===== config.mk =====
export PLATFORM = sky130hd
export DESIGN_NAME = cfo_config
export DESIGN_NICKNAME = d
export VERILOG_FILES = /design/src/design/cfo_pkg.sv /design/src/design/cfo_config.sv /design/src/design/cfo_ramp_div.sv
export SDC_FILE = /design/constraint.sdc
export NUM_CORES = 1
export LEC_CHECK = 0
export BUFFER_PORTS_ARGS = -buffer_cell sky130_fd_sc_hd__buf_2
export CAP_MARGIN = 15
export CELL_PAD_IN_SITES_DETAIL_PLACEMENT = 0
export CELL_PAD_IN_SITES_GLOBAL_PLACEMENT = 2
export CORE_MARGIN = 8
export CORE_UTILIZATION = 38
export CTS_CLUSTER_DIAMETER = 30
export DETAILED_ROUTE_END_ITERATION = 6
export HOLD_SLACK_MARGIN = 0.15
export PLACE_DENSITY_LB_ADDON = 0.1
export SETUP_SLACK_MARGIN = 0.2
export SLEW_MARGIN = 20
export SYNTH_ARGS = -nofsm -noshare
export SYNTH_HDL_FRONTEND = slang
export SYNTH_SLANG_ARGS = --single-unit

===== constraint.sdc =====
create_clock -name sys_clk -period 8 [get_ports sys_clk]
set_input_delay 0.8 -clock sys_clk [delete_from_list [all_inputs] [get_ports sys_clk]]
set_output_delay 0.8 -clock sys_clk [all_outputs]
set_load 0.03 [all_outputs]

===== src/design/cfo_pkg.sv =====
// shared constants and types for the converter option and on/off configuration block
package cfo_pkg;
  // command codes of the four configuration registers
  localparam logic [7:0] CFO_CMD_SPECIAL   = 8'hE0;
  localparam logic [7:0] CFO_CMD_TEMP_OFS  = 8'hE1;
  localparam logic [7:0] CFO_CMD_REM_CAL   = 8'hE2;
  localparam logic [7:0] CFO_CMD_REM_CTRL  = 8'hE3;
  // byte counts of each register
  localparam int CFO_LEN_SPECIAL  = 1;
  localparam int CFO_LEN_TEMP_OFS = 2;
  localparam int CFO_LEN_REM_CAL  = 4;
  localparam int CFO_LEN_REM_CTRL = 1;
  // special option bit positions
  localparam int CFO_SO_PEC_REQ  = 7;
  localparam int CFO_SO_HRR      = 6;
  localparam int CFO_SO_DROOP    = 5;
  localparam int CFO_SO_ART      = 3;
  localparam int CFO_SO_DBV      = 2;
  localparam logic [7:0] CFO_SO_MASK = 8'hEC;
  // remote on/off bit positions
  localparam int CFO_RC_AND      = 4;
  localparam int CFO_RC_EN       = 2;
  localparam int CFO_RC_POL      = 1;
  localparam int CFO_RC_QUICK    = 0;
  localparam logic [7:0] CFO_RC_MASK = 8'h17;
  // reset values
  localparam logic [7:0]  CFO_RST_SPECIAL  = 8'h00;
  localparam logic [15:0] CFO_RST_TEMP_OFS = 16'h0000;
  localparam logic [31:0] CFO_RST_REM_CAL  = 32'h0000_0000;
  localparam logic [7:0]  CFO_RST_REM_CTRL = 8'h00;
  // ramp-down tick divider (one enable pulse per step)
  localparam int CFO_RAMP_DIV = 100;

  // decoded option flags that steer the regulation logic
  typedef struct packed {
    logic pec_required;
    logic hybrid_ratio_regulation;
    logic droop_slope_select;
    logic adaptive_ramp_load_comp;
    logic dynamic_bus_voltage;
  } cfo_opts_t;

  // write request from the command interface
  typedef struct packed {
    logic        valid;
    logic [7:0]  cmd;
    logic [31:0] data;
    logic        pec_present;
    logic        pec_ok;
  } cfo_wr_t;

  // output-stage control states
  typedef enum logic [2:0] {
    CFO_OUT_OFF  = 3'b001,
    CFO_OUT_ON   = 3'b010,
    CFO_OUT_RAMP = 3'b100
  } cfo_out_state_t;
endpackage


===== src/design/cfo_config.sv =====
// option flags, temperature calibration and remote on/off control registers
// Functional notes
// - mandatory check set: drop writes lacking valid check
// - check bit: 0 optional, 1 required
// - bit 6 enables hybrid ratio regulation
// - hybrid mode keeps duty headroom below maximum
// - hybrid mode: output tracks input below warn limit
// - bit 5: 0 linear, 1 non-linear droop
// - bit 3 enables adaptive ramp load compensation
// - bit 2 enables dynamic bus voltage
// - bits 0, 1 and 4 reserved, no function
// - 16-bit temperature offset added to internal reading
// - remote temperature is slope times voltage plus offset
// - calibration bytes 0-1 offset, 2-3 slope
// - bit 4: pin OR versus AND combination
// - bit 2: ignore or honour the remote pin
// - bit 1: pin active high or low
// - bit 0 low: soft-stop ramp over fall time
// - bit 0 high: immediate shutdown
`timescale 1ns/1ps
module cfo_config
  import cfo_pkg::*;
#(
  parameter int DUTY_W   = 10,
  parameter int TEMP_W   = 16,
  parameter int LEVEL_W  = 16
)
(
  input  wire logic                 sys_clk,
  input  wire logic                 rstn,
  input  wire cfo_wr_t              wr,
  input  wire logic                 rd_en,
  input  wire logic [7:0]           rd_cmd,
  output logic [31:0]               rd_data,
  output logic                      rd_hit,
  output logic                      wr_rejected,
  output cfo_opts_t                 opts,
  input  wire logic [DUTY_W-1:0]    duty_demand,
  input  wire logic [DUTY_W-1:0]    duty_max,
  input  wire logic [DUTY_W-1:0]    duty_headroom,
  output logic [DUTY_W-1:0]         duty_cmd,
  input  wire logic                 vin_below_warn,
  output logic                      ratio_track,
  input  wire logic [TEMP_W-1:0]    int_temp_raw,
  output logic [TEMP_W-1:0]         int_temp,
  input  wire logic [15:0]          remote_adc,
  output logic [31:0]               remote_temp,
  input  wire logic                 primary_remote_onoff_pin,
  input  wire logic                 operation_on,
  input  wire logic                 ctrl_pin_on,
  input  wire logic [LEVEL_W-1:0]   fall_step,
  output logic [LEVEL_W-1:0]        out_level,
  output logic                      out_enable
);
  logic [7:0]     special_option_flags;          // option flags register
  logic [15:0]    internal_temp_offset;          // internal temperature offset
  logic [31:0]    remote_temp_calibration;       // remote calibration block
  logic [7:0]     remote_onoff_pin_config;       // remote pin configuration
  logic [7:0]     next_special_option_flags;     // next option flags
  logic [15:0]    next_internal_temp_offset;     // next temperature offset
  logic [31:0]    next_remote_temp_calibration;  // next calibration
  logic [7:0]     next_remote_onoff_pin_config;  // next pin configuration
  logic           wr_ok;                         // write passes check policy
  logic           wr_rejected_q;                 // registered reject flag
  logic           next_wr_rejected;              // next reject flag
  logic [31:0]    rd_data_q;                     // registered read data
  logic           rd_hit_q;                      // registered read hit
  logic [31:0]    next_rd_data;                  // next read data
  logic           next_rd_hit;                   // next read hit
  logic           pin_active;                    // pin after polarity
  logic           run_request;                   // combined on request
  cfo_out_state_t out_state;                     // output stage state
  cfo_out_state_t next_out_state;                // next output state
  logic [LEVEL_W-1:0] level;                     // output level
  logic [LEVEL_W-1:0] next_level;                // next output level
  logic [DUTY_W-1:0]  duty_q;                    // registered duty
  logic [DUTY_W-1:0]  next_duty;                 // next duty
  logic           track_q;                       // registered tracking flag
  logic           next_track;                    // next tracking flag
  logic [TEMP_W-1:0]  int_temp_q;                // registered internal temp
  logic [TEMP_W-1:0]  next_int_temp;             // next internal temp
  logic [31:0]    rtemp_q;                       // registered remote temp
  logic [31:0]    next_rtemp;                    // next remote temp
  logic           ramp_tick;                     // ramp step enable
  logic [LEVEL_W-1:0] full_level;                // full-scale output level

  assign full_level = {LEVEL_W{1'b1}};

  // write acceptance policy
  always_comb
  begin
    wr_ok = 1'b1;
    if (special_option_flags[CFO_SO_PEC_REQ] == 1'b1)
      wr_ok = wr.pec_present & wr.pec_ok;
    else if (wr.pec_present)
      wr_ok = wr.pec_ok;
  end

  // register writes, reserved bits masked off
  always_comb
  begin
    next_special_option_flags    = special_option_flags;
    next_internal_temp_offset    = internal_temp_offset;
    next_remote_temp_calibration = remote_temp_calibration;
    next_remote_onoff_pin_config = remote_onoff_pin_config;
    next_wr_rejected             = 1'b0;
    if (wr.valid && !wr_ok)
    begin
      next_wr_rejected = 1'b1;
    end
    else if (wr.valid)
    begin
      if (wr.cmd == CFO_CMD_SPECIAL)
        next_special_option_flags = wr.data[7:0] & CFO_SO_MASK;
      else if (wr.cmd == CFO_CMD_TEMP_OFS)
        next_internal_temp_offset = wr.data[15:0];
      else if (wr.cmd == CFO_CMD_REM_CAL)
        next_remote_temp_calibration = wr.data;
      else if (wr.cmd == CFO_CMD_REM_CTRL)
        next_remote_onoff_pin_config = wr.data[7:0] & CFO_RC_MASK;
    end
  end

  // register storage
  always_ff @(posedge sys_clk or negedge rstn)
  begin
    if (!rstn)
    begin
      special_option_flags    <= CFO_RST_SPECIAL;
      internal_temp_offset    <= CFO_RST_TEMP_OFS;
      remote_temp_calibration <= CFO_RST_REM_CAL;
      remote_onoff_pin_config <= CFO_RST_REM_CTRL;
      wr_rejected_q           <= 1'b0;
    end
    else
    begin
      special_option_flags    <= next_special_option_flags;
      internal_temp_offset    <= next_internal_temp_offset;
      remote_temp_calibration <= next_remote_temp_calibration;
      remote_onoff_pin_config <= next_remote_onoff_pin_config;
      wr_rejected_q           <= next_wr_rejected;
    end
  end

  // read decode, unknown command answers zero with no hit
  always_comb
  begin
    next_rd_data = 32'h0000_0000;
    next_rd_hit  = 1'b0;
    if (!rd_en)
    begin
      next_rd_data = rd_data_q;
    end
    else if (rd_cmd == CFO_CMD_SPECIAL)
    begin
      next_rd_data = {24'h000000, special_option_flags};
      next_rd_hit  = 1'b1;
    end
    else if (rd_cmd == CFO_CMD_TEMP_OFS)
    begin
      next_rd_data = {16'h0000, internal_temp_offset};
      next_rd_hit  = 1'b1;
    end
    else if (rd_cmd == CFO_CMD_REM_CAL)
    begin
      next_rd_data = remote_temp_calibration;
      next_rd_hit  = 1'b1;
    end
    else if (rd_cmd == CFO_CMD_REM_CTRL)
    begin
      next_rd_data = {24'h000000, remote_onoff_pin_config};
      next_rd_hit  = 1'b1;
    end
  end

  // register read answer
  always_ff @(posedge sys_clk or negedge rstn)
  begin
    if (!rstn)
    begin
      rd_data_q <= 32'h0000_0000;
      rd_hit_q  <= 1'b0;
    end
    else
    begin
      rd_data_q <= next_rd_data;
      rd_hit_q  <= next_rd_hit;
    end
  end

  // decoded option flags
  always_comb
  begin
    opts.pec_required            = special_option_flags[CFO_SO_PEC_REQ];
    opts.hybrid_ratio_regulation = special_option_flags[CFO_SO_HRR];
    opts.droop_slope_select      = special_option_flags[CFO_SO_DROOP];
    opts.adaptive_ramp_load_comp = special_option_flags[CFO_SO_ART];
    opts.dynamic_bus_voltage     = special_option_flags[CFO_SO_DBV];
  end

  // duty limiting, ratio tracking and temperature conversion
  always_comb
  begin
    next_duty     = duty_demand;
    next_track    = 1'b0;
    if (special_option_flags[CFO_SO_HRR])
    begin
      if (duty_headroom >= duty_max)
        next_duty = '0;  // no room left below the limit
      else if (duty_demand >= duty_max - duty_headroom)
        next_duty = duty_max - duty_headroom - DUTY_W'(duty_headroom == '0);
      next_track = vin_below_warn;
    end
    else if (duty_demand > duty_max)
    begin
      next_duty = duty_max;
    end
    next_int_temp = int_temp_raw + TEMP_W'(internal_temp_offset);
    // slope in bytes 2-3, offset in bytes 0-1
    next_rtemp = 32'(remote_temp_calibration[31:16] * remote_adc)
               + {16'h0000, remote_temp_calibration[15:0]};
  end

  // register derived outputs
  always_ff @(posedge sys_clk or negedge rstn)
  begin
    if (!rstn)
    begin
      duty_q     <= '0;
      track_q    <= 1'b0;
      int_temp_q <= '0;
      rtemp_q    <= 32'h0000_0000;
    end
    else
    begin
      duty_q     <= next_duty;
      track_q    <= next_track;
      int_temp_q <= next_int_temp;
      rtemp_q    <= next_rtemp;
    end
  end

  // combine the remote pin with the operation command and control pin
  always_comb
  begin
    pin_active = primary_remote_onoff_pin ^ remote_onoff_pin_config[CFO_RC_POL];
    if (!remote_onoff_pin_config[CFO_RC_EN])
      run_request = operation_on & ctrl_pin_on;
    else if (remote_onoff_pin_config[CFO_RC_AND])
      run_request = pin_active & operation_on & ctrl_pin_on;
    else
      run_request = pin_active | operation_on | ctrl_pin_on;
  end

  // output stage: on, off, or soft-stop ramp
  always_comb
  begin
    next_out_state = out_state;
    next_level     = level;
    case (out_state)
      CFO_OUT_OFF:
      begin
        next_level = '0;
        if (run_request)
          next_out_state = CFO_OUT_ON;
      end
      CFO_OUT_ON:
      begin
        next_level = full_level;
        if (!run_request && remote_onoff_pin_config[CFO_RC_QUICK])
        begin
          next_level     = '0;
          next_out_state = CFO_OUT_OFF;
        end
        else if (!run_request)
          next_out_state = CFO_OUT_RAMP;
      end
      CFO_OUT_RAMP:
      begin
        if (run_request)
          next_out_state = CFO_OUT_ON;
        else if (remote_onoff_pin_config[CFO_RC_QUICK])
        begin
          next_level     = '0;
          next_out_state = CFO_OUT_OFF;
        end
        else if (ramp_tick && level <= fall_step)
        begin
          next_level     = '0;
          next_out_state = CFO_OUT_OFF;
        end
        else if (ramp_tick)
          next_level = level - fall_step;
      end
      default:
      begin
        next_out_state = CFO_OUT_OFF;
        next_level     = '0;
      end
    endcase
  end

  // register output stage
  always_ff @(posedge sys_clk or negedge rstn)
  begin
    if (!rstn)
    begin
      out_state <= CFO_OUT_OFF;
      level     <= '0;
    end
    else
    begin
      out_state <= next_out_state;
      level     <= next_level;
    end
  end

  // paces the ramp steps
  cfo_ramp_div #(
    .DIV (CFO_RAMP_DIV)
  ) u_div (
    .sys_clk (sys_clk),
    .rstn    (rstn),
    .run     (out_state == CFO_OUT_RAMP),
    .tick    (ramp_tick)
  );

  assign rd_data     = rd_data_q;
  assign rd_hit      = rd_hit_q;
  assign wr_rejected = wr_rejected_q;
  assign duty_cmd    = duty_q;
  assign ratio_track = track_q;
  assign int_temp    = int_temp_q;
  assign remote_temp = rtemp_q;
  assign out_level   = level;
  assign out_enable  = (out_state != CFO_OUT_OFF);
endmodule


===== src/design/cfo_ramp_div.sv =====
// enable pulse divider that paces the soft-stop ramp
`timescale 1ns/1ps
module cfo_ramp_div
  import cfo_pkg::*;
#(
  parameter int DIV = CFO_RAMP_DIV
)
(
  input  wire logic sys_clk,
  input  wire logic rstn,
  input  wire logic run,
  output logic      tick
);
  logic [15:0] cnt;       // divider count
  logic [15:0] next_cnt;  // next divider count

  // count up while running, wrap at the divide value
  always_comb
  begin
    next_cnt = cnt;
    tick     = 1'b0;
    if (!run)
    begin
      next_cnt = 16'h0000;
    end
    else if (cnt == 16'(DIV - 1))
    begin
      next_cnt = 16'h0000;
      tick     = 1'b1;
    end
    else
    begin
      next_cnt = cnt + 16'h0001;
    end
  end

  // register the count
  always_ff @(posedge sys_clk or negedge rstn)
  begin
    if (!rstn)
      cnt <= 16'h0000;
    else
      cnt <= next_cnt;
  end
endmodule


==> run metrics <==
status=complete, no violations; Post-CTS Hold Buffers=0; Reg-to-Reg End=remote_temp[28]$_DFF_PN0_; Post-synth EDFFs=0; H-tree Lvls=4; Tmin final=6620 ps; Post-DP HPWL=around 43,000 um; maxcap violations=0; Worst VDD drop=between 100 and 150 uV; area delta synth->final=13.5%; ys async rst share=100%; total power=~0.0027 W; DRC viols=0; most common cell after layout, fill and taps aside=inv_1; Resize count post-CTS=0; ys flop type=dfrtp_1; antenna-violating nets left=0; Final Max Slew Viols=0; Tightest Pin Transition=1060 ps; Hold Crit Class=in2async; Worst-path clk slew=80 ps; Mapped Avg Cell Area=9.65 um^2; I/O Buffers=250; f_max=151 MHz; Worst R2R Setup Slack=1380 ps; RSZ-0062 raised after global routing=false; gp weighted congestion=roughly 0.85; post-synthesis sequential area ratio=about a quarter; Post-CTS Setup Bufs=0; layout cell share with drive strength beyond 1=17.6%; wire per inst=19.2 um; Setup Skew=18.3 ps; worst path required time=8400 ps; Initial DRT Pass Iterations=5; Hold Fails Final Rpt=0; Initial Util=38.5%; Sinks on Clock Net=185; Post-Syn Instances=1,900; Longest Clk Path Bufs=2; Pleak=~11 nW; Core Footprint=0.0476 mm^2; first-pass GRT wire length=83,800 um; top cells by area, synth=dfrtp_1, fa_1, ha_1; DR vias=~14,000; Vias/cell=5.06; GRT Util Overall=19.1%; Yosys top cell area share=25.1%; CP Capture Type=flip-flop; crit path max fanout=18; synthesized area=0.0183 mm^2; Synthesis Warnings=0; Synth area leader=dfrtp_1; worst r2r src=remote_temp_calibration[25]$_DFFE_PN0P_; Num CTS Buffers=17; Reg2Reg Depth=20; Slew headroom=28.9%; worst slack at placement=~1300 ps; Detailed Route WL=52,700 um; Root Buffer=clkbuf_16; PwrDens=roughly 130 mW/mm^2; startpoint types=flip-flop; Std-Cell Rows=80; CTS tree=done; post-synth cell types=70; Final setup viols=0; GRT Residual Overflow=0; chip width=236 um; post-synthesis register bit count=185; largest net degree at the start of global routing=67; most frequent cells in the layout=inv_1, buf_2, fa_1; setup tns final=0 ps; Starting DRT DRC Count=591; vias in the first global route=14,800; die height=~240 um; final worst slack=between 1000 and 1500 ps; Worst EP arrival=7020 ps; die area=0.0555 mm^2; initial antenna violation count=13; Final Net Count=roughly 2,600; Final Cycle Share=82.8%; io pins=251; Crit Path Class=reg2reg; Net Count, Synth=2,419; clock latency at the later pin of the worst-skew pair=460 ps
routing by layer:
| layer | global-route usage [%] | vias up | wire length (um) |
|---|---|---|---|
| met5 | 0 | - | 91 |
| met4 | 4.80 | 16 | 945 |
| met3 | 4.31 | 63 | 2760 |
| met2 | 32.1 | 305 | 25300 |
| met1 | 24.7 | 6966 | 23600 |
| li1 | - | 6562 | - |
stage by stage:
stage	instances	util, %	hold slack (ps)	area (um^2)
floorplan	1900	-	448	18300
global placement	2711	42.4	472	20200
detailed placement	2711	42.4	476	20200
CTS	2743	43.7	326	20800
global route	2746	43.7	336	20800
finish	2747	43.7	318	20800
worst max-delay path: stages (launching register included):
cell and delay (ps):
dfrtp_1 750, and2_1 370, fa_1 550, inv_1 60
fa_1 470, inv_1 50, fa_1 500, fa_1 550
fa_1 500, inv_1 50, fa_1 470, inv_1 40
ha_1 340, a21oi_1 150, o21ai_0 90, a21oi_1 240
o211ai_1 180, a31oi_2 430, o21ai_1 240, or4_1 430
nand4_1 100
how the worst max path moves through the flow:
stage / startpoint / end / cells after the start
floorplan: remote_adc[1] / remote_temp[28]$_DFF_PN0_ / 20
CTS: remote_temp_calibration[26]$_DFFE_PN0P_ / remote_temp[28]$_DFF_PN0_ / 18
detailed placement: remote_adc[2] / remote_temp[28]$_DFF_PN0_ / 20
global placement: remote_adc[2] / remote_temp[28]$_DFF_PN0_ / 20
global route: remote_temp_calibration[23]$_DFFE_PN0P_ / remote_temp[28]$_DFF_PN0_ / 19
finish: remote_temp_calibration[25]$_DFFE_PN0P_ / remote_temp[28]$_DFF_PN0_ / 20
synthesized netlist by cell type (12+ instances only):
cell type	n
nor2_1	68
clkbuf_1	55
a21o_1	21
nand2_1	211
xnor2_1	50
fa_1	213
o21ai_0	56
dfrtp_1	184
xor2_1	32
nor2b_1	13
a21oi_1	74
a22o_1	21
a22oi_1	12
and2_1	110
ha_1	170
nor3_1	17
inv_1	331
nand3_1	26
nand4_1	14
mux2_2	58
registers in the layout (all words and copies together), names as in the netlist:
signal	flops
rd_data	32
remote_temp	32
remote_temp_calibration	32
int_temp	16
internal_temp_offset	16
out_level	16
u_div.cnt	16
duty_cmd	10
special_option_flags	5
remote_onoff_pin_config	4
out_state	3
ratio_track	1
rd_hit	1
wr_rejected	1
report_power, final:
group	switching (W)	internal, W
combinational	0.000495	0.000284
sequential	0.0000449	0.000993
clock	0.000418	0.000447
total	0.000958	0.00172
kinds of logic (layout without fill, tap and decap cells):
logic type / count (synthesis) / in the layout / synth area share (%)
compound gates: 271 / 271 / 9.70
other cells: 0 / 4 / 0
simple gates: 514 / 514 / 13.8
xor+xnor: 82 / 82 / 3.92
mux: 69 / 69 / 4.23
flops: 185 / 185 / 25.3
buf+inv: 396 / 624 / 8.24
fa+ha+maj: 383 / 383 / 34.9
cell type report:
type | count | area, um^2
repair buffers | 261 | 1340
inverters | 331 | 1240
fillers | 4760 | 26800
clock buffers | 17 | 425
clock inverters | 15 | 178
flip-flops and latches | 185 | 4630
multi-input cells | 1319 | 12200
well taps | 615 | 769
diodes | 4 | 10.0
Note: power is estimated with default switching activity, not from simulation.
